`src/rtl/flash_host_pkg.sv`:
```
// constants, types and pin bundles for the parallel flash bus host
// Functional notes
// read holds select and output enable low, write enable and reset high.
// write drives write enable and select low, output enable high.
// command register has no address; host just writes command cycles.
// width select high gives sixteen active data pins.
// width select low: eight data pins, pins 8-14 off, pin 15 is byte address.
// word mode decodes address 17..0, byte mode adds bit below 0.
// after power-up or reset device reads array without any command.
// device stays in read-array until a write changes its command register.
// unlock bypass programs with two write cycles, otherwise four.
// erase covers one sector, several sectors or the whole memory.
// identification reads return internal codes on the low eight pins.
// reads during program or erase return status on the low eight pins.
// select and reset both high put the device in standby, outputs floated.
// deselecting during program or erase does not stop the operation.
// device sleeps on stable address, keeps data, new address needs access.
// reset low for the minimum pulse aborts, floats outputs, ignores cycles.
// host reissues a program or erase that a reset interrupted; this host only flags it on INTERRUPTED_OUT.
// reset during an algorithm keeps ready_busy_n low until reset completes.
// host waits reset high recovery before starting a read.
// protect: reset at high voltage, write with address 6 low, 1 high, 0 low.
// unprotect: reset at high voltage, write with 6 high, 1 high, 0 low.
// address taken on later falling select/write edge, data on earlier rise.
package flash_host_pkg;
  localparam int ADDR_W = 18;
  localparam int DATA_W = 16;
  localparam int CNT_W = 12;
  localparam int SYNC_STAGES = 2;
  localparam int CLK_PERIOD_NS = 4;
  localparam int SELECT_ACCESS_NS = 70;
  localparam int WRITE_PULSE_NS = 35;
  localparam int RESET_PULSE_NS = 500;
  localparam int RESET_HIGH_NS = 50;
  localparam int HV_SETUP_NS = 4000;
  // least times, rounded up to whole clocks
  localparam int SELECT_ACCESS_CYC =
    (SELECT_ACCESS_NS + CLK_PERIOD_NS - 1) / CLK_PERIOD_NS;
  localparam int WRITE_PULSE_CYC =
    (WRITE_PULSE_NS + CLK_PERIOD_NS - 1) / CLK_PERIOD_NS;
  localparam int RESET_PULSE_CYC =
    (RESET_PULSE_NS + CLK_PERIOD_NS - 1) / CLK_PERIOD_NS;
  localparam int RESET_HIGH_CYC =
    (RESET_HIGH_NS + CLK_PERIOD_NS - 1) / CLK_PERIOD_NS;
  localparam int HV_SETUP_CYC =
    (HV_SETUP_NS + CLK_PERIOD_NS - 1) / CLK_PERIOD_NS;
  localparam int READ_CYC = SELECT_ACCESS_CYC + SYNC_STAGES;
  localparam int SECT_SEL_BIT = 6;
  localparam int SECT_MID_BIT = 1;
  localparam int SECT_LOW_BIT = 0;
  localparam logic [DATA_W-1:0] BYTE_OE_N = 16'h7f00;
  localparam logic [DATA_W-1:0] WORD_OE_N = 16'h0000;
  localparam logic [DATA_W-1:0] FLOAT_OE_N = 16'hffff;

  typedef enum logic [2:0] {
    OP_READ, OP_WRITE, OP_RESET, OP_PROTECT, OP_UNPROTECT
  } op_t;

  typedef struct packed {
    op_t op;
    logic byte_mode;
    logic [ADDR_W-1:0] addr;
    logic byte_lsb;
    logic [DATA_W-1:0] data;
  } req_t;

  typedef struct packed {
    logic select_n;
    logic output_enable_n;
    logic write_enable_n;
    logic hw_reset_n;
    logic reset_hv;
    logic width_select_n;
  } pins_t;

  localparam pins_t PINS_IDLE = '{select_n: 1'b1, output_enable_n: 1'b1,
    write_enable_n: 1'b1, hw_reset_n: 1'b1, reset_hv: 1'b0,
    width_select_n: 1'b1};
endpackage : flash_host_pkg

```
`src/rtl/flash_host.sv`:
```
// host controller driving the parallel flash bus pins
`timescale 1ns/100ps
module flash_host (
  input wire logic CORE_CLK_IN,
  input wire logic SRST_IN,
  input wire logic REQ_VALID_IN,
  input wire flash_host_pkg::req_t REQ_IN,
  output logic REQ_READY_OUT,
  output logic RSP_VALID_OUT,
  output logic [flash_host_pkg::DATA_W-1:0] RSP_DATA_OUT,
  output logic INTERRUPTED_OUT,
  output logic DEVICE_BUSY_OUT,
  output flash_host_pkg::pins_t PINS_OUT,
  output logic [flash_host_pkg::ADDR_W-1:0] ADDR_OUT,
  output logic [flash_host_pkg::DATA_W-1:0] DQ_OUT,
  output logic [flash_host_pkg::DATA_W-1:0] DQ_OE_N_OUT,
  input wire logic [flash_host_pkg::DATA_W-1:0] DQ_IN,
  input wire logic READY_BUSY_N_IN
);
  import flash_host_pkg::*;

  typedef enum logic [3:0] {
    ST_IDLE, ST_RD_WAIT, ST_HV_RISE, ST_WR_SETUP, ST_WR_PULSE, ST_WR_HOLD,
    ST_HV_FALL, ST_RST_PULSE, ST_RST_RECOVER, ST_READY_WAIT
  } state_t;

  state_t state, next_state;
  pins_t ctl, next_ctl;
  req_t cur, next_cur;
  logic [CNT_W-1:0] cnt, next_cnt;
  logic [ADDR_W-1:0] addr, next_addr;
  logic [DATA_W-1:0] dq, next_dq;
  logic [DATA_W-1:0] dq_oe_n, next_dq_oe_n;
  logic [DATA_W-1:0] rsp_data, next_rsp_data;
  logic rsp_valid, next_rsp_valid;
  logic interrupted, next_interrupted;
  logic [DATA_W-1:0] dq_meta, dq_sync;
  logic rb_meta, rb_sync;

  // byte mode puts the byte address on the top data pin
  function automatic logic [DATA_W-1:0] write_word(input req_t r);
    logic [DATA_W-1:0] w;
    w = r.data;
    if (r.byte_mode) begin
      w = {r.byte_lsb, 7'h00, r.data[7:0]};
    end
    return w;
  endfunction : write_word

  // pin 15 stays driven in byte mode, even during reads
  function automatic logic [DATA_W-1:0] read_oe_n(input logic byte_mode);
    return byte_mode ? 16'h7fff : FLOAT_OE_N;
  endfunction : read_oe_n

  function automatic logic [ADDR_W-1:0] hv_addr(input req_t r);
    logic [ADDR_W-1:0] a;
    a = r.addr;
    a[SECT_SEL_BIT] = (r.op == OP_UNPROTECT);
    a[SECT_MID_BIT] = 1'b1;
    a[SECT_LOW_BIT] = 1'b0;
    return a;
  endfunction : hv_addr

  always_ff @(posedge CORE_CLK_IN) begin
    dq_meta <= DQ_IN;
    dq_sync <= dq_meta;
    rb_meta <= READY_BUSY_N_IN;
    rb_sync <= rb_meta;
  end

  always_comb begin
    next_state = state;
    next_ctl = ctl;
    next_cur = cur;
    next_cnt = (cnt == '0) ? cnt : cnt - 1'b1;
    next_addr = addr;
    next_dq = dq;
    next_dq_oe_n = dq_oe_n;
    next_rsp_data = rsp_data;
    next_rsp_valid = 1'b0;
    next_interrupted = interrupted;
    case (state)
      ST_IDLE: begin
        // idle parks select and reset high so the device sits in standby
        next_ctl = PINS_IDLE;
        next_ctl.width_select_n = ~cur.byte_mode;
        if (REQ_VALID_IN) begin
          next_cur = REQ_IN;
          next_ctl.width_select_n = ~REQ_IN.byte_mode;
          next_addr = REQ_IN.addr;
          next_dq = write_word(REQ_IN);
          case (REQ_IN.op)
            OP_READ: begin
              // a full select access is waited on every read, standby or not
              next_ctl.select_n = 1'b0;
              next_ctl.output_enable_n = 1'b0;
              next_dq_oe_n = read_oe_n(REQ_IN.byte_mode);
              next_cnt = CNT_W'(READ_CYC - 1);
              next_state = ST_RD_WAIT;
            end
            OP_WRITE: begin
              next_ctl.select_n = 1'b0;
              next_dq_oe_n = REQ_IN.byte_mode ? BYTE_OE_N : WORD_OE_N;
              next_interrupted = 1'b0;
              next_state = ST_WR_SETUP;
            end
            OP_RESET: begin
              next_ctl.hw_reset_n = 1'b0;
              next_cnt = CNT_W'(RESET_PULSE_CYC - 1);
              next_interrupted = interrupted | ~rb_sync;
              next_state = ST_RST_PULSE;
            end
            OP_PROTECT, OP_UNPROTECT: begin
              next_ctl.reset_hv = 1'b1;
              next_addr = hv_addr(REQ_IN);
              next_cnt = CNT_W'(HV_SETUP_CYC - 1);
              next_state = ST_HV_RISE;
            end
            default: begin
              next_state = ST_IDLE;
            end
          endcase
        end
      end
      ST_RD_WAIT: begin
        if (cnt == '0) begin
          next_rsp_data = cur.byte_mode ? {8'h00, dq_sync[7:0]} : dq_sync;
          next_rsp_valid = 1'b1;
          next_ctl.select_n = 1'b1;
          next_ctl.output_enable_n = 1'b1;
          next_dq_oe_n = FLOAT_OE_N;
          next_state = ST_IDLE;
        end
      end
      ST_HV_RISE: begin
        if (cnt == '0) begin
          next_ctl.select_n = 1'b0;
          next_dq_oe_n = cur.byte_mode ? BYTE_OE_N : WORD_OE_N;
          next_state = ST_WR_SETUP;
        end
      end
      ST_WR_SETUP: begin
        // address and data are already steady when write enable falls
        next_ctl.write_enable_n = 1'b0;
        next_cnt = CNT_W'(WRITE_PULSE_CYC - 1);
        next_state = ST_WR_PULSE;
      end
      ST_WR_PULSE: begin
        if (cnt == '0) begin
          next_ctl.write_enable_n = 1'b1;
          next_state = ST_WR_HOLD;
        end
      end
      ST_WR_HOLD: begin
        // data released one clock after the rising edge
        next_ctl.select_n = 1'b1;
        next_ctl.reset_hv = 1'b0;
        next_dq_oe_n = FLOAT_OE_N;
        if (ctl.reset_hv) begin
          next_cnt = CNT_W'(RESET_HIGH_CYC - 1);
          next_state = ST_HV_FALL;
        end else begin
          next_rsp_valid = 1'b1;
          next_state = ST_IDLE;
        end
      end
      ST_HV_FALL: begin
        if (cnt == '0) begin
          next_rsp_valid = 1'b1;
          next_state = ST_IDLE;
        end
      end
      ST_RST_PULSE: begin
        if (cnt == '0) begin
          next_ctl.hw_reset_n = 1'b1;
          next_cnt = CNT_W'(RESET_HIGH_CYC - 1);
          next_state = ST_RST_RECOVER;
        end
      end
      ST_RST_RECOVER: begin
        if (cnt == '0) begin
          next_state = ST_READY_WAIT;
        end
      end
      ST_READY_WAIT: begin
        // an aborted algorithm keeps the device busy a while longer
        if (rb_sync) begin
          next_rsp_valid = 1'b1;
          next_state = ST_IDLE;
        end
      end
      default: begin
        next_state = ST_IDLE;
        next_ctl = PINS_IDLE;
        next_dq_oe_n = FLOAT_OE_N;
      end
    endcase
  end

  always_ff @(posedge CORE_CLK_IN) begin
    if (SRST_IN) begin
      state <= ST_IDLE;
      ctl <= PINS_IDLE;
      cur <= '0;
      cnt <= '0;
      addr <= '0;
      dq <= '0;
      dq_oe_n <= FLOAT_OE_N;
      rsp_data <= '0;
      rsp_valid <= 1'b0;
      interrupted <= 1'b0;
    end else begin
      state <= next_state;
      ctl <= next_ctl;
      cur <= next_cur;
      cnt <= next_cnt;
      addr <= next_addr;
      dq <= next_dq;
      dq_oe_n <= next_dq_oe_n;
      rsp_data <= next_rsp_data;
      rsp_valid <= next_rsp_valid;
      interrupted <= next_interrupted;
    end
  end

  assign REQ_READY_OUT = (state == ST_IDLE);
  assign RSP_VALID_OUT = rsp_valid;
  assign RSP_DATA_OUT = rsp_data;
  assign INTERRUPTED_OUT = interrupted;
  assign DEVICE_BUSY_OUT = ~rb_sync;
  assign PINS_OUT = ctl;
  assign ADDR_OUT = addr;
  assign DQ_OUT = dq;
  assign DQ_OE_N_OUT = dq_oe_n;

  // helper: length of the current reset low pulse
  logic [CNT_W-1:0] low_run;
  always_ff @(posedge CORE_CLK_IN) begin
    if (SRST_IN || ctl.hw_reset_n) begin
      low_run <= '0;
    end else begin
      low_run <= low_run + 1'b1;
    end
  end

  localparam int RD_GAP = READ_CYC;
  localparam int RECOV_D = RESET_HIGH_CYC;
endmodule : flash_host

```
`config.mk`:
```
export PLATFORM = sky130hd
export DESIGN_NAME = flash_host
export DESIGN_NICKNAME = d
export VERILOG_FILES = /design/src/rtl/flash_host_pkg.sv /design/src/rtl/flash_host.sv
export SDC_FILE = /design/constraint.sdc
export NUM_CORES = 1
export LEC_CHECK = 0
export ABC_CLOCK_PERIOD_IN_PS = 3300
export BUFFER_PORTS_ARGS = -buffer_cell sky130_fd_sc_hd__buf_2
export CAP_MARGIN = 20
export CORE_MARGIN = 2
export CORE_UTILIZATION = 51
export CTS_CLUSTER_DIAMETER = 150
export CTS_CLUSTER_SIZE = 16
export DETAILED_ROUTE_END_ITERATION = 12
export GPL_ROUTABILITY_DRIVEN = 0
export PLACE_DENSITY = 0.79
export SKIP_LAST_GASP = 1
export SLEW_MARGIN = 20
export SYNTH_ARGS = -nofsm -noshare
export SYNTH_HDL_FRONTEND = slang
export SYNTH_SLANG_ARGS = --single-unit
```
`constraint.sdc`:
```
create_clock -name CORE_CLK_IN -period 3.3 [get_ports CORE_CLK_IN]
set_clock_uncertainty 0.1 [all_clocks]
set_input_delay 0.99 -clock CORE_CLK_IN [delete_from_list [all_inputs] [get_ports CORE_CLK_IN]]
set_output_delay 0.99 -clock CORE_CLK_IN [all_outputs]
set_load 0.005 [all_outputs]
```
# Word-level counts from Yosys, hierarchy flattened
# Index checks and enable logic that the tools add are counted.
totals:
  elab_cells: 119
  ff_bits: 125
  output_inout_bits: 76
op_classes:
  n_reduce_logical: 22
  n_bitwise: 8
  n_addsub: 1
  eq_ne: 22
  n_mux: 47
ops:
  columns: ["op", "count"]
  rows:
  - ["two-way mux 16 bit", 6]
  - ["one-hot mux 16 bit (4 select lines)", 1]
  - ["two-way mux 12 bit", 4]
  - ["one-hot mux 12 bit (4 select lines)", 1]
  - ["one-hot mux 12 bit (3 select lines)", 1]
  - ["one-hot mux 4 bit (9 select lines)", 1]
  - ["one-hot mux 16 bit (2 select lines)", 1]
  - ["two-way mux 15 bit", 2]
  - ["two-way mux 4 bit", 7]
  - ["OR reduction 8 bit", 3]
  - ["== test 4 x 3 -> 1 bit, second input constant", 4]
  - ["!= test 2 bit, second input constant", 7]
  - ["logical NOT 12 bit", 1]
  - ["one-hot mux 1 bit (3 select lines)", 4]
  - ["one-hot mux 3 bit (4 select lines)", 1]
  - ["subtractor 12 x 1 -> 12 bit, second input constant", 1]
  - ["AND reduction 2 bit", 5]
  - ["two-way mux 1 bit", 9]
  - ["OR reduction 9 bit", 1]
  - ["== test 4 x 2 -> 1 bit, second input constant", 2]
  - ["== test 4 bit, second input constant", 2]
  - ["two-way mux 7 bit", 1]
  - ["NOT 1 bit", 7]
  - ["AND reduction 7 bit", 1]
  - ["other kinds (19)", 27]

# Logic depth before layout (Yosys ltp)
# Gate-level depths: netlist of run 1.
depth:
  depth_word: 5
  depth_mapped: 9
  mapped_depth_nobuf: 8

# Worst setup path before layout of run 1
# OpenSTA, ideal clock, no wires.
synth_path:
  path_kind: "register to register"
  start: "register cnt[0]"
  end: "register cnt[0]"
  path_buffers: 1
  path_stages_with_launch: 10
  arrival_time_ns: 2.221
  slack_ns: 0.905
  required_ns: 3.126
  cell_sequence: "dfxtp_1 inv_1 ha_1 or4b_1 nor3_4 inv_4 buf_6 ha_1 or2_2 a31oi_1"
synth_between:
  elab_chain_len: 5
synth_rtl:
  columns: ["element", "line", "source"]
  rows:
  - ["start: declaration", "flash_host.sv:30", "logic [CNT_W-1:0] cnt, next_cnt;"]
  - ["start signal: assignment", "flash_host.sv:216", "cnt <= next_cnt;"]
  - ["subtractor 12 x 1 -> 12 bit or logical NOT 12 bit (tied branches)", "flash_host.sv:75, flash_host.sv:174", null]
  - ["two-way mux 12 bit", "flash_host.sv:75", "next_cnt = (cnt == '0) ? cnt : cnt - 1'b1;"]
  - ["one-hot mux 12 bit (3 select lines)", "flash_host.sv:92", "case (REQ_IN.op)"]
  - ["two-way mux 12 bit", "flash_host.sv:87", "if (REQ_VALID_IN) begin"]
  - ["one-hot mux 12 bit (4 select lines) *", "flash_host.sv:82", "case (state)"]
# Mark *: on every way between the ends. The rest lies on a longest branch, timed or not.
# A chain may end at the register's enable or synchronous reset.

# Final worst setup path of run 1
layout_path:
  start: "register state[0]"
  end: "output port REQ_READY_OUT"
layout_between:
  elab_chain_len: 1
layout_rtl:
  columns: ["element", "line", "source"]
  rows:
  - ["start: declaration", "flash_host.sv:27", "state_t state, next_state;"]
  - ["start signal: assignment", "flash_host.sv:213", "state <= next_state;"]
  - ["logical NOT 4 bit", "flash_host.sv:226", "assign REQ_READY_OUT = (state == ST_IDLE);"]
  - ["end: declaration", "flash_host.sv:8", "output logic REQ_READY_OUT,"]
# Every way passes these cells.

==> flow_summary_export.csv, run 1 <==
group,metric,value,unit
timing,slew-limit-headroom,58.9,%
synth,synth_seq_cells,112,
pwr,leakagePower,2.26,nW
synth,syn_nets,575,
cts,h-tree-depth,3,
cts,cts.hold.buffers_added,0,
layout,fillers,771,
timing,setup_viol,0,
synth,synth_area,4470,µm²
synth,yosysWarnings,0,
worst_setup_path,worst-path-buf-inv,2,
placed_design,numPortBuffers,134,
cts,cts_tree,"built",
detailed_routing,drc,0,
timing,rsz0062_at_grt,"false",
worst_setup_path,path_cells,"or4_1, inv_2, buf_2",
cts,root_buffer,"clkbuf_8",
timing,min_period,2.82,ns
worst_setup_path,crit_fanout,9,
detailed_routing,num_vias,4005,
grt,first_global_vias,3654,
placed_design,dp_cells,713,
cts,cts_resized,0,
synth,async_flop_share,0,%
floorplanning,top_level_ports,135,
worst_hold_path,hp-class,"flop to flop",
detailed_routing,wire_per_inst,14.7,µm
detailed_routing,drt_iter0_markers,431,
cts,path_clk_slew,0.11,ns
detailed_routing,vias_per_cell,5.49,
cts,cts_setup_buffers,0,
worst_setup_path,end_kind,"output pin",
timing,timing.fmax,354,MHz
pwr,power_density,757,nW/µm²
cts,clock_latency,0.37,ns
layout,layout_commonest_cell,"buf_2",
worst_setup_path,crit_family,"simple AND/OR/NAND/NOR gates",
placed_design,dp_slack,0.592,ns
layout,syn2layout_area_growth,18.1,%
cts,clock_path_buffers,2,
synth,avgSynthCellArea,8.71,µm²
floorplanning,rows,34,
status,outcome,"finished, final reports clean",
run,cap_viol_max_count,0,
detailed_routing,drtPass1Iterations,5,
floorplanning,core_area,8590,µm²
timing,tightest_slew,0.616,ns
placed_design,hpwlAfterDp,7.71,mm
timing,setup_ws,0.476,ns
synth,synth_edf_count,0,
detailed_routing,wl,10.7,mm
timing,worst_hold_slack,0.235,ns
grt,antenna_found_initial,1,
synth,ys.flop_type,"dfxtp_1",
timing,min_period_over_period,85.6,%
floorplanning,die_w,97.6,µm
timing,setup_tns,0,ns
layout,final_cell_mix,"134 x buf_2, 112 x dfxtp_1, 93 x nand2_1",
worst_setup_path,slowest_delay,0.68,ns
floorplanning,dieArea,9530,µm²
grt,grt_max_degree,32,
layout,finish.utilization,61.4,%
worst_setup_path,startpoint_type,"flop",
cts,clkSinkCount,112,
grt,track_usage,22.1,%
grt,grt_overflow,0,
synth,synth-seq-area-share,50.2,%
synth,ys_types,59,
timing,timing.final.max_slew_violations,0,
floorplanning,fp.dieH,97.6,µm
worst_setup_path,arrival,1.73,ns
worst_setup_path,cp.required,2.21,ns
pwr,ir_worst_vdd,0.000394,V
worst_setup_path,slowest_stage,"or4_1",
detailed_routing,ant_nets,0,
layout,instances_no_fill,730,
synth,syn_inst,513,
worst_setup_path,crit_type,"flop to output pin",
grt,grt_pass1_wl,17.3,mm
layout,finalNetCount,678,
layout,drive_above_1_share,29.0,%
floorplanning,initial_core_util,52.0,%
timing,finalHoldViolCount,0,
cts,cts_buffers,9,
## per-layer routing
| layer | routed length (µm) | global-route usage (%) | up-vias | part of all wire (%) |
|---|---|---|---|---|
| met5 | 0 | 0 | - | 0 |
| met1 | 4660 | 29.2 | 1858 | 44 |
| met2 | 4870 | 35.0 | 174 | 46 |
| met4 | 150 | 6.09 | 0 | 1.4 |
| li1 | - | - | 1959 | - |
| met3 | 1020 | 6.83 | 14 | 9.5 |
## cells by family after synthesis
group	share of synthesized area (%)
AO/OA/AOI/OAI	17.8
XOR/XNOR	1.18
adder cells (fa/ha/maj)	0.840
buffers and inverters	7.11
flip-flops	50.2
multiplexers	1.60
AND/OR/NAND/NOR	21.3
## cells in the mapped netlist (4+ instances only)
cell,n,area share [%]
nor3_1,13,1.5
a31oi_1,6,0.84
nand2b_1,5,0.70
or3b_2,4,0.78
dfxtp_1,112,50
a21oi_1,66,7.4
a211oi_1,6,1.0
o22ai_1,5,0.70
nand2_1,93,7.8
mux2i_1,6,1.3
a22oi_1,5,0.84
nand3b_1,17,2.9
clkbuf_1,29,2.4
o21ai_0,8,0.90
xnor2_1,4,0.78
nor2_1,36,3.0
buf_4,15,2.5
a211o_1,4,0.78
inv_1,8,0.67
o31ai_1,4,0.67
nand3_1,4,0.45
## final timing paths
check | depth (start not counted) | end | from | slack [ns]
max | 3 | REQ_READY_OUT | state[0] | 0.48
min | 0 | dq_sync[1] | dq_meta[1] | 0.23
max reg2reg | 8 | RSP_DATA_OUT[14] | cnt[0] | 0.60
min reg2reg | 0 | dq_sync[1] | dq_meta[1] | 0.23
## flip-flops by register name, indices dropped and copies added, names as in the netlist
signal and cells:
ADDR_OUT 18, DQ_OUT 16, RSP_DATA_OUT 16, dq_meta 16, dq_sync 16, cnt 12, PINS_OUT 6, state 4
DQ_OE_N_OUT 3, INTERRUPTED_OUT 1, RSP_VALID_OUT 1, cur 1, rb_meta 1, rb_sync 1
## worst reg2reg max path: cells and delay by family, from the launching register on
| family | cells | cell delay [ns] |
|---|---|---|
| compound gates | 1 | 0.15 |
| fa+ha+maj | 1 | 0.15 |
| buf+inv | 2 | 0.26 |
| flops | 1 | 0.33 |
| simple gates | 4 | 1.64 |
## report_power, final
group | internal, mW | switching (mW)
sequential | 1.57 | 0.137
combinational | 0.632 | 0.833
clock | 0.320 | 0.505
## layout make-up
type                            instances  area [µm²]  share of cell area, %
Sequential cell                       112        2240                   42.5
Multi-Input combinational cell        340        1910                   36.2
Timing Repair Buffer                  143         738                   14.0
Clock buffer                           10         138                   2.61
Tap cell                              108         135                   2.56
Clock inverter                          6        71.3                   1.35
Inverter                               10        40.0                  0.759
Antenna cell                            1        2.50                 0.0474
## stage by stage
step / total power [mW] / cell area (µm²)
6_report: 4.00 / 5280
5_1_grt: 4.25 / 5280
4_1_cts: 4.00 / 5270
3_5_place_dp: 3.19 / 5060
3_3_place_gp: 3.14 / 5060
2_1_floorplan: 2.82 / 4470
Power figures use the tool's default switching activity.
==> inputs of run 2 (changes only) <==
--- a/config.mk
+++ b/config.mk
@@ -7,14 +7,13 @@
 export LEC_CHECK = 0
 export ABC_CLOCK_PERIOD_IN_PS = 3300
 export BUFFER_PORTS_ARGS = -buffer_cell sky130_fd_sc_hd__buf_2
-export CAP_MARGIN = 20
 export CORE_MARGIN = 2
 export CORE_UTILIZATION = 51
 export CTS_CLUSTER_DIAMETER = 150
 export CTS_CLUSTER_SIZE = 16
 export DETAILED_ROUTE_END_ITERATION = 12
 export GPL_ROUTABILITY_DRIVEN = 0
-export PLACE_DENSITY = 0.79
+export PLACE_DENSITY = 0.89
 export SKIP_LAST_GASP = 1
 export SLEW_MARGIN = 20
 export SYNTH_ARGS = -nofsm -noshare
==> run 2 against run 1 <==
Worst hold slack got worse by 0.017 ns. Maximum frequency fell by 7.5%. Critical path depth did not move. Die area did not move. Total power fell by 0.49%. Via count rose by 2.1%. Critical path type unchanged. Global-route usage rose by 0.70 points. Clock power fell by 5.4%. Flip-flop and latch count did not move. Largest power group unchanged.
==> flow_summary_export.csv, run 2 (synthesis results as in run 1) <==
group,metric,value,unit
status,outcome,"finished, final reports clean",
timing,tightest_slew,0.644,ns
cts,cts_buffers,9,
cts,clock_path_buffers,2,
pwr,leakagePower,2.25,nW
cts,cts.hold.buffers_added,0,
worst_setup_path,r2r_slack,0.53,ns
worst_hold_path,worstHoldStart,"dq_meta[8]",
pwr,p_sw,1.48,mW
grt,track_usage,22.8,%
placed_design,numPortBuffers,134,
layout,final_cell_mix,"134 x buf_2, 112 x dfxtp_1, 93 x nand2_1",
grt,first_global_vias,3726,
detailed_routing,wl,11.1,mm
timing,finalHoldViolCount,0,
detailed_routing,drtPass1Iterations,5,
layout,largest_reg_flops,18,
timing,setup_tns,0,ns
floorplanning,fp.dieH,97.6,µm
detailed_routing,ant_nets,0,
floorplanning,top_level_ports,135,
cts,cts_tree,"built",
cts,clock_latency,0.39,ns
floorplanning,dieArea,9530,µm²
pwr,p_clk_share,19.6,%
placed_design,placed_cell_area,5070,µm²
timing,rsz0062_at_grt,"false",
pwr,power_density,756,nW/µm²
worst_setup_path,r2r_end,"RSP_DATA_OUT[11]",
detailed_routing,wire_per_inst,15.3,µm
detailed_routing,vias_per_cell,5.62,
cts,path_clk_slew,0.12,ns
layout,syn2layout_area_growth,17.7,%
worst_setup_path,crit_type,"flop to output pin",
layout,fin_area,5260,µm²
timing,worst_hold_slack,0.218,ns
detailed_routing,drt_iter0_markers,337,
timing,slew-limit-headroom,56.6,%
layout,layout_commonest_cell,"buf_2",
detailed_routing,num_vias,4090,
timing,setup_ws,0.247,ns
pwr,power_frac_comb,36.9,%
cts,root_buffer,"clkbuf_8",
floorplanning,rows,34,
timing,timing.final.max_slew_violations,0,
cts,cts_setup_buffers,0,
detailed_routing,drc,0,
layout,finalNetCount,677,
grt,grt_overflow,0,
placed_design,hpwlAfterDp,7.97,mm
pwr,seqPwrFrac,43.4,%
timing,min_period,3.05,ns
worst_setup_path,worstReg2RegStart,"cnt[0]",
worst_hold_path,hold_depth,0,
cts,cts_resized,0,
cts,h-tree-depth,3,
worst_hold_path,hp-class,"flop to flop",
pwr,total_power,3.98,mW
grt,grt_pass1_wl,17.8,mm
cts,clkSinkCount,112,
grt,antenna_found_initial,0,
worst_setup_path,arrival,1.96,ns
placed_design,dp_slack,0.604,ns
floorplanning,core_area,8590,µm²
grt,grt_max_degree,35,
worst_setup_path,worstRegToRegCells,8,
worst_setup_path,end_kind,"output pin",
floorplanning,die_w,97.6,µm
layout,diodes,0,
pwr,p_sw_share,37.2,%
timing,min_period_over_period,92.5,%
worst_setup_path,startpoint_type,"flop",
worst_setup_path,crit_fanout,21,
pwr,ir_worst_vdd,0.000403,V
timing,timing.fmax,328,MHz
pwr,internal_power,2.50,mW
layout,fillers,724,
run,cap_viol_max_count,0,
worst_hold_path,min_to,"dq_sync[8]",
timing,setup_viol,0,
floorplanning,initial_core_util,52.0,%
worst_setup_path,cp.required,2.21,ns
layout,drive_above_1_share,28.7,%
## run 2: cell count changes in the layout (fill, tap and decap cells not counted), sizes merged
cell / change
buf: -1
diode: -1
## run 2: metal layers
metal | vias up | GRT usage (%) | wire (µm)
li1 | 1948 | - | -
met1 | 1915 | 26.8 | 4330
met2 | 191 | 39.7 | 5630
met3 | 36 | 7.34 | 921
met4 | 0 | 6.62 | 218
met5 | - | 0 | 0
## run 2: cell type report
cell class              count  area, µm²  share of cell area, %
flip-flops and latches    112       2240                   42.6
multi-input cells         340       1910                   36.3
repair buffers            142        743                   14.1
well taps                 108        135                   2.57
clock buffers              10        128                   2.43
clock inverters             6       61.3                   1.17
inverters                  10       40.0                  0.762
## run 2: power groups by stage
stage          clock network [mW]  registers, mW  logic [mW]
3_3_place_gp                    0           1.74        1.39
2_1_floorplan                   0           1.72        1.10
6_report                    0.781           1.73        1.47
5_1_grt                     0.859           1.76        1.61
3_5_place_dp                    0           1.75        1.45
4_1_cts                     0.795           1.72        1.45
## run 2: critical path, stage by stage (launching register included)
cell     delay (ns)
dfxtp_1        0.52
or4_1          0.70
inv_2          0.22
buf_2          0.15
## run 2: metrics by stage
stage | cells | util (%)
6_report | 728 | 61.2
5_1_grt | 728 | 61.2
4_1_cts | 728 | 61.2
3_5_place_dp | 712 | 59.0
3_3_place_gp | 712 | 59.0
2_1_floorplan | 513 | -
## run 2: worst max-delay path by stage
| stage | from | end | slack [ns] |
|---|---|---|---|
| 2_1_floorplan | cnt[0] | cnt[0] | 0.90 |
| 3_3_place_gp | state[2] | REQ_READY_OUT | 0.71 |
| 3_5_place_dp | cnt[0] | RSP_DATA_OUT[13] | 0.60 |
| 4_1_cts | state[2] | REQ_READY_OUT | 0.29 |
| 5_1_grt | state[2] | REQ_READY_OUT | 0.17 |
| 6_report | state[2] | REQ_READY_OUT | 0.25 |
==> inputs of run 3 (changes only) <==
--- a/config.mk
+++ b/config.mk
@@ -8,12 +8,12 @@
 export ABC_CLOCK_PERIOD_IN_PS = 3300
 export BUFFER_PORTS_ARGS = -buffer_cell sky130_fd_sc_hd__buf_2
 export CORE_MARGIN = 2
-export CORE_UTILIZATION = 51
+export CORE_UTILIZATION = 48
 export CTS_CLUSTER_DIAMETER = 150
 export CTS_CLUSTER_SIZE = 16
 export DETAILED_ROUTE_END_ITERATION = 12
 export GPL_ROUTABILITY_DRIVEN = 0
-export PLACE_DENSITY = 0.89
+export PLACE_DENSITY = 0.85
 export SKIP_LAST_GASP = 1
 export SLEW_MARGIN = 20
 export SYNTH_ARGS = -nofsm -noshare
==> run 3 against run 2 <==
Global-route usage down 1.4 points. Worst hold slack gained 0.0077 ns. Register-to-register slack improved by 0.03 ns. Cell area is essentially flat. Via count is 0.66% lower. Flip-flop and latch count unchanged. Clock-buffer cell count is the same. Combinational power about the same. Worst setup slack got worse by 0.017 ns. Critical path type unchanged.
==> flow_summary_export.csv, run 3 (synthesis results as in run 1) <==
group,metric,value,unit
status,outcome,"finished, final reports clean",
grt,antenna_found_initial,0,
grt,busiest_layer,"met2",
placed_design,hpwlAfterDp,7.78,mm
cts,path_clk_slew,0.11,ns
timing,setup_tns,0,ns
grt,first_global_vias,3658,
worst_setup_path,arrival,1.98,ns
layout,layout_commonest_cell,"buf_2",
layout,largest_reg_flops,18,
detailed_routing,drt_iter0_markers,527,
cts,clock_path_buffers,2,
detailed_routing,wl,10.9,mm
detailed_routing,drc,0,
pwr,ir_worst_vdd,0.000412,V
grt,grt_overflow,0,
grt,grt_max_degree,41,
timing,timing.fmax,326,MHz
detailed_routing,num_vias,4063,
pwr,power_density,754,nW/µm²
layout,finish.utilization,57.5,%
layout,multi_input_area,1910,µm²
worst_setup_path,slowest_delay,0.72,ns
cts,root_buffer,"clkbuf_8",
floorplanning,fp.dieH,100,µm
timing,finalHoldViolCount,0,
worst_setup_path,cp.required,2.21,ns
cts,cts_tree,"built",
floorplanning,die_w,100,µm
layout,drive_above_1_share,28.7,%
grt,track_usage,21.4,%
worst_setup_path,startpoint_type,"flop",
layout,finalNetCount,677,
timing,slew-limit-headroom,56.9,%
worst_setup_path,end_kind,"output pin",
timing,min_period_over_period,93.0,%
grt,grt_pass1_wl,17.4,mm
cts,clkSinkCount,112,
pwr,total_power,3.97,mW
worst_setup_path,path_cells,"or4_1, inv_2, buf_2",
worst_hold_path,hp-class,"flop to flop",
placed_design,numPortBuffers,134,
floorplanning,rows,35,
detailed_routing,ant_nets,0,
cts,h-tree-depth,3,
pwr,leakagePower,2.26,nW
floorplanning,top_level_ports,135,
timing,tightest_slew,0.645,ns
worst_setup_path,crit_fanout,21,
layout,instances_no_fill,731,
detailed_routing,vias_per_cell,5.56,
detailed_routing,drtPass1Iterations,6,
floorplanning,core_area,9150,µm²
cts,cts_setup_buffers,0,
run,cap_viol_max_count,0,
layout,fillers,794,
grt,grt_use_met3,4.23,%
worst_setup_path,r2r_slack,0.56,ns
floorplanning,initial_core_util,48.8,%
grt,met2_usage,35.1,%
floorplanning,dieArea,10100,µm²
timing,rsz0062_at_grt,"false",
layout,final_cell_mix,"134 x buf_2, 112 x dfxtp_1, 93 x nand2_1",
layout,diodes,0,
timing,timing.final.max_slew_violations,0,
layout,seq_area,2240,µm²
cts,cts.hold.buffers_added,0,
layout,syn2layout_area_growth,17.8,%
grt,use_met1,27.2,%
detailed_routing,wire_per_inst,15.0,µm
cts,clock_latency,0.37,ns
cts,cts_buffers,9,
cts,cts_resized,0,
placed_design,dp_cells,715,
timing,worst_hold_slack,0.226,ns
timing,setup_viol,0,
worst_setup_path,slowest_stage,"or4_1",
timing,min_period,3.07,ns
worst_setup_path,crit_type,"flop to output pin",
==> run 3: changes by cell type in the layout (fill, tap and decap cells not counted), sizes merged <==
cell,previous run,this run
clkinvlp,1,0
inv,12,13
==> run 3: metal layers <==
| metal | share of wire (%) | vias to the layer above |
|---|---|---|
| li1 | - | 1953 |
| met4 | 2.9 | 0 |
| met3 | 6.6 | 40 |
| met1 | 41 | 1880 |
| met2 | 49 | 190 |
| met5 | 0 | - |
==> run 3: final cells by class <==
class / count / area share (%)
sequential: 112 / 42.6
multi-input combinational: 340 / 36.3
timing repair buffer: 142 / 14.1
tap: 111 / 2.64
clock buffer: 10 / 2.43
clock inverter: 6 / 1.19
inverter: 10 / 0.761
==> run 3: where the power goes <==
part           internal [mW]  total, mW  leakage [nW]  switching [mW]
registers               1.57       1.72         0.924           0.154
logic                  0.631       1.47          1.24           0.839
clock network          0.295      0.776        0.0961           0.481
total                   2.49       3.97          2.26            1.47
==> run 3: metrics by stage <==
stage / area (µm²) / worst slack, ns
6_report: 5260 / 0.230
5_1_grt: 5260 / 0.180
4_1_cts: 5260 / 0.281
3_5_place_dp: 5070 / 0.626
3_3_place_gp: 5070 / 0.706
2_1_floorplan: 4470 / 0.905
==> run 3: final timing paths <==
path / start / to / cells past startpoint
worst min register to register: dq_meta[12] / dq_sync[12] / 0
worst min-delay path: dq_meta[12] / dq_sync[12] / 0
worst max-delay path: state[2] / REQ_READY_OUT / 3
worst max register to register: cnt[0] / RSP_DATA_OUT[9] / 8
==> run 3: worst max-delay path, delay by kind of cell, from the launching register on <==
kind / cells / cell delay, ns
buffers and inverters: 2 / 0.37
flip-flops: 1 / 0.52
AND/OR/NAND/NOR: 1 / 0.72
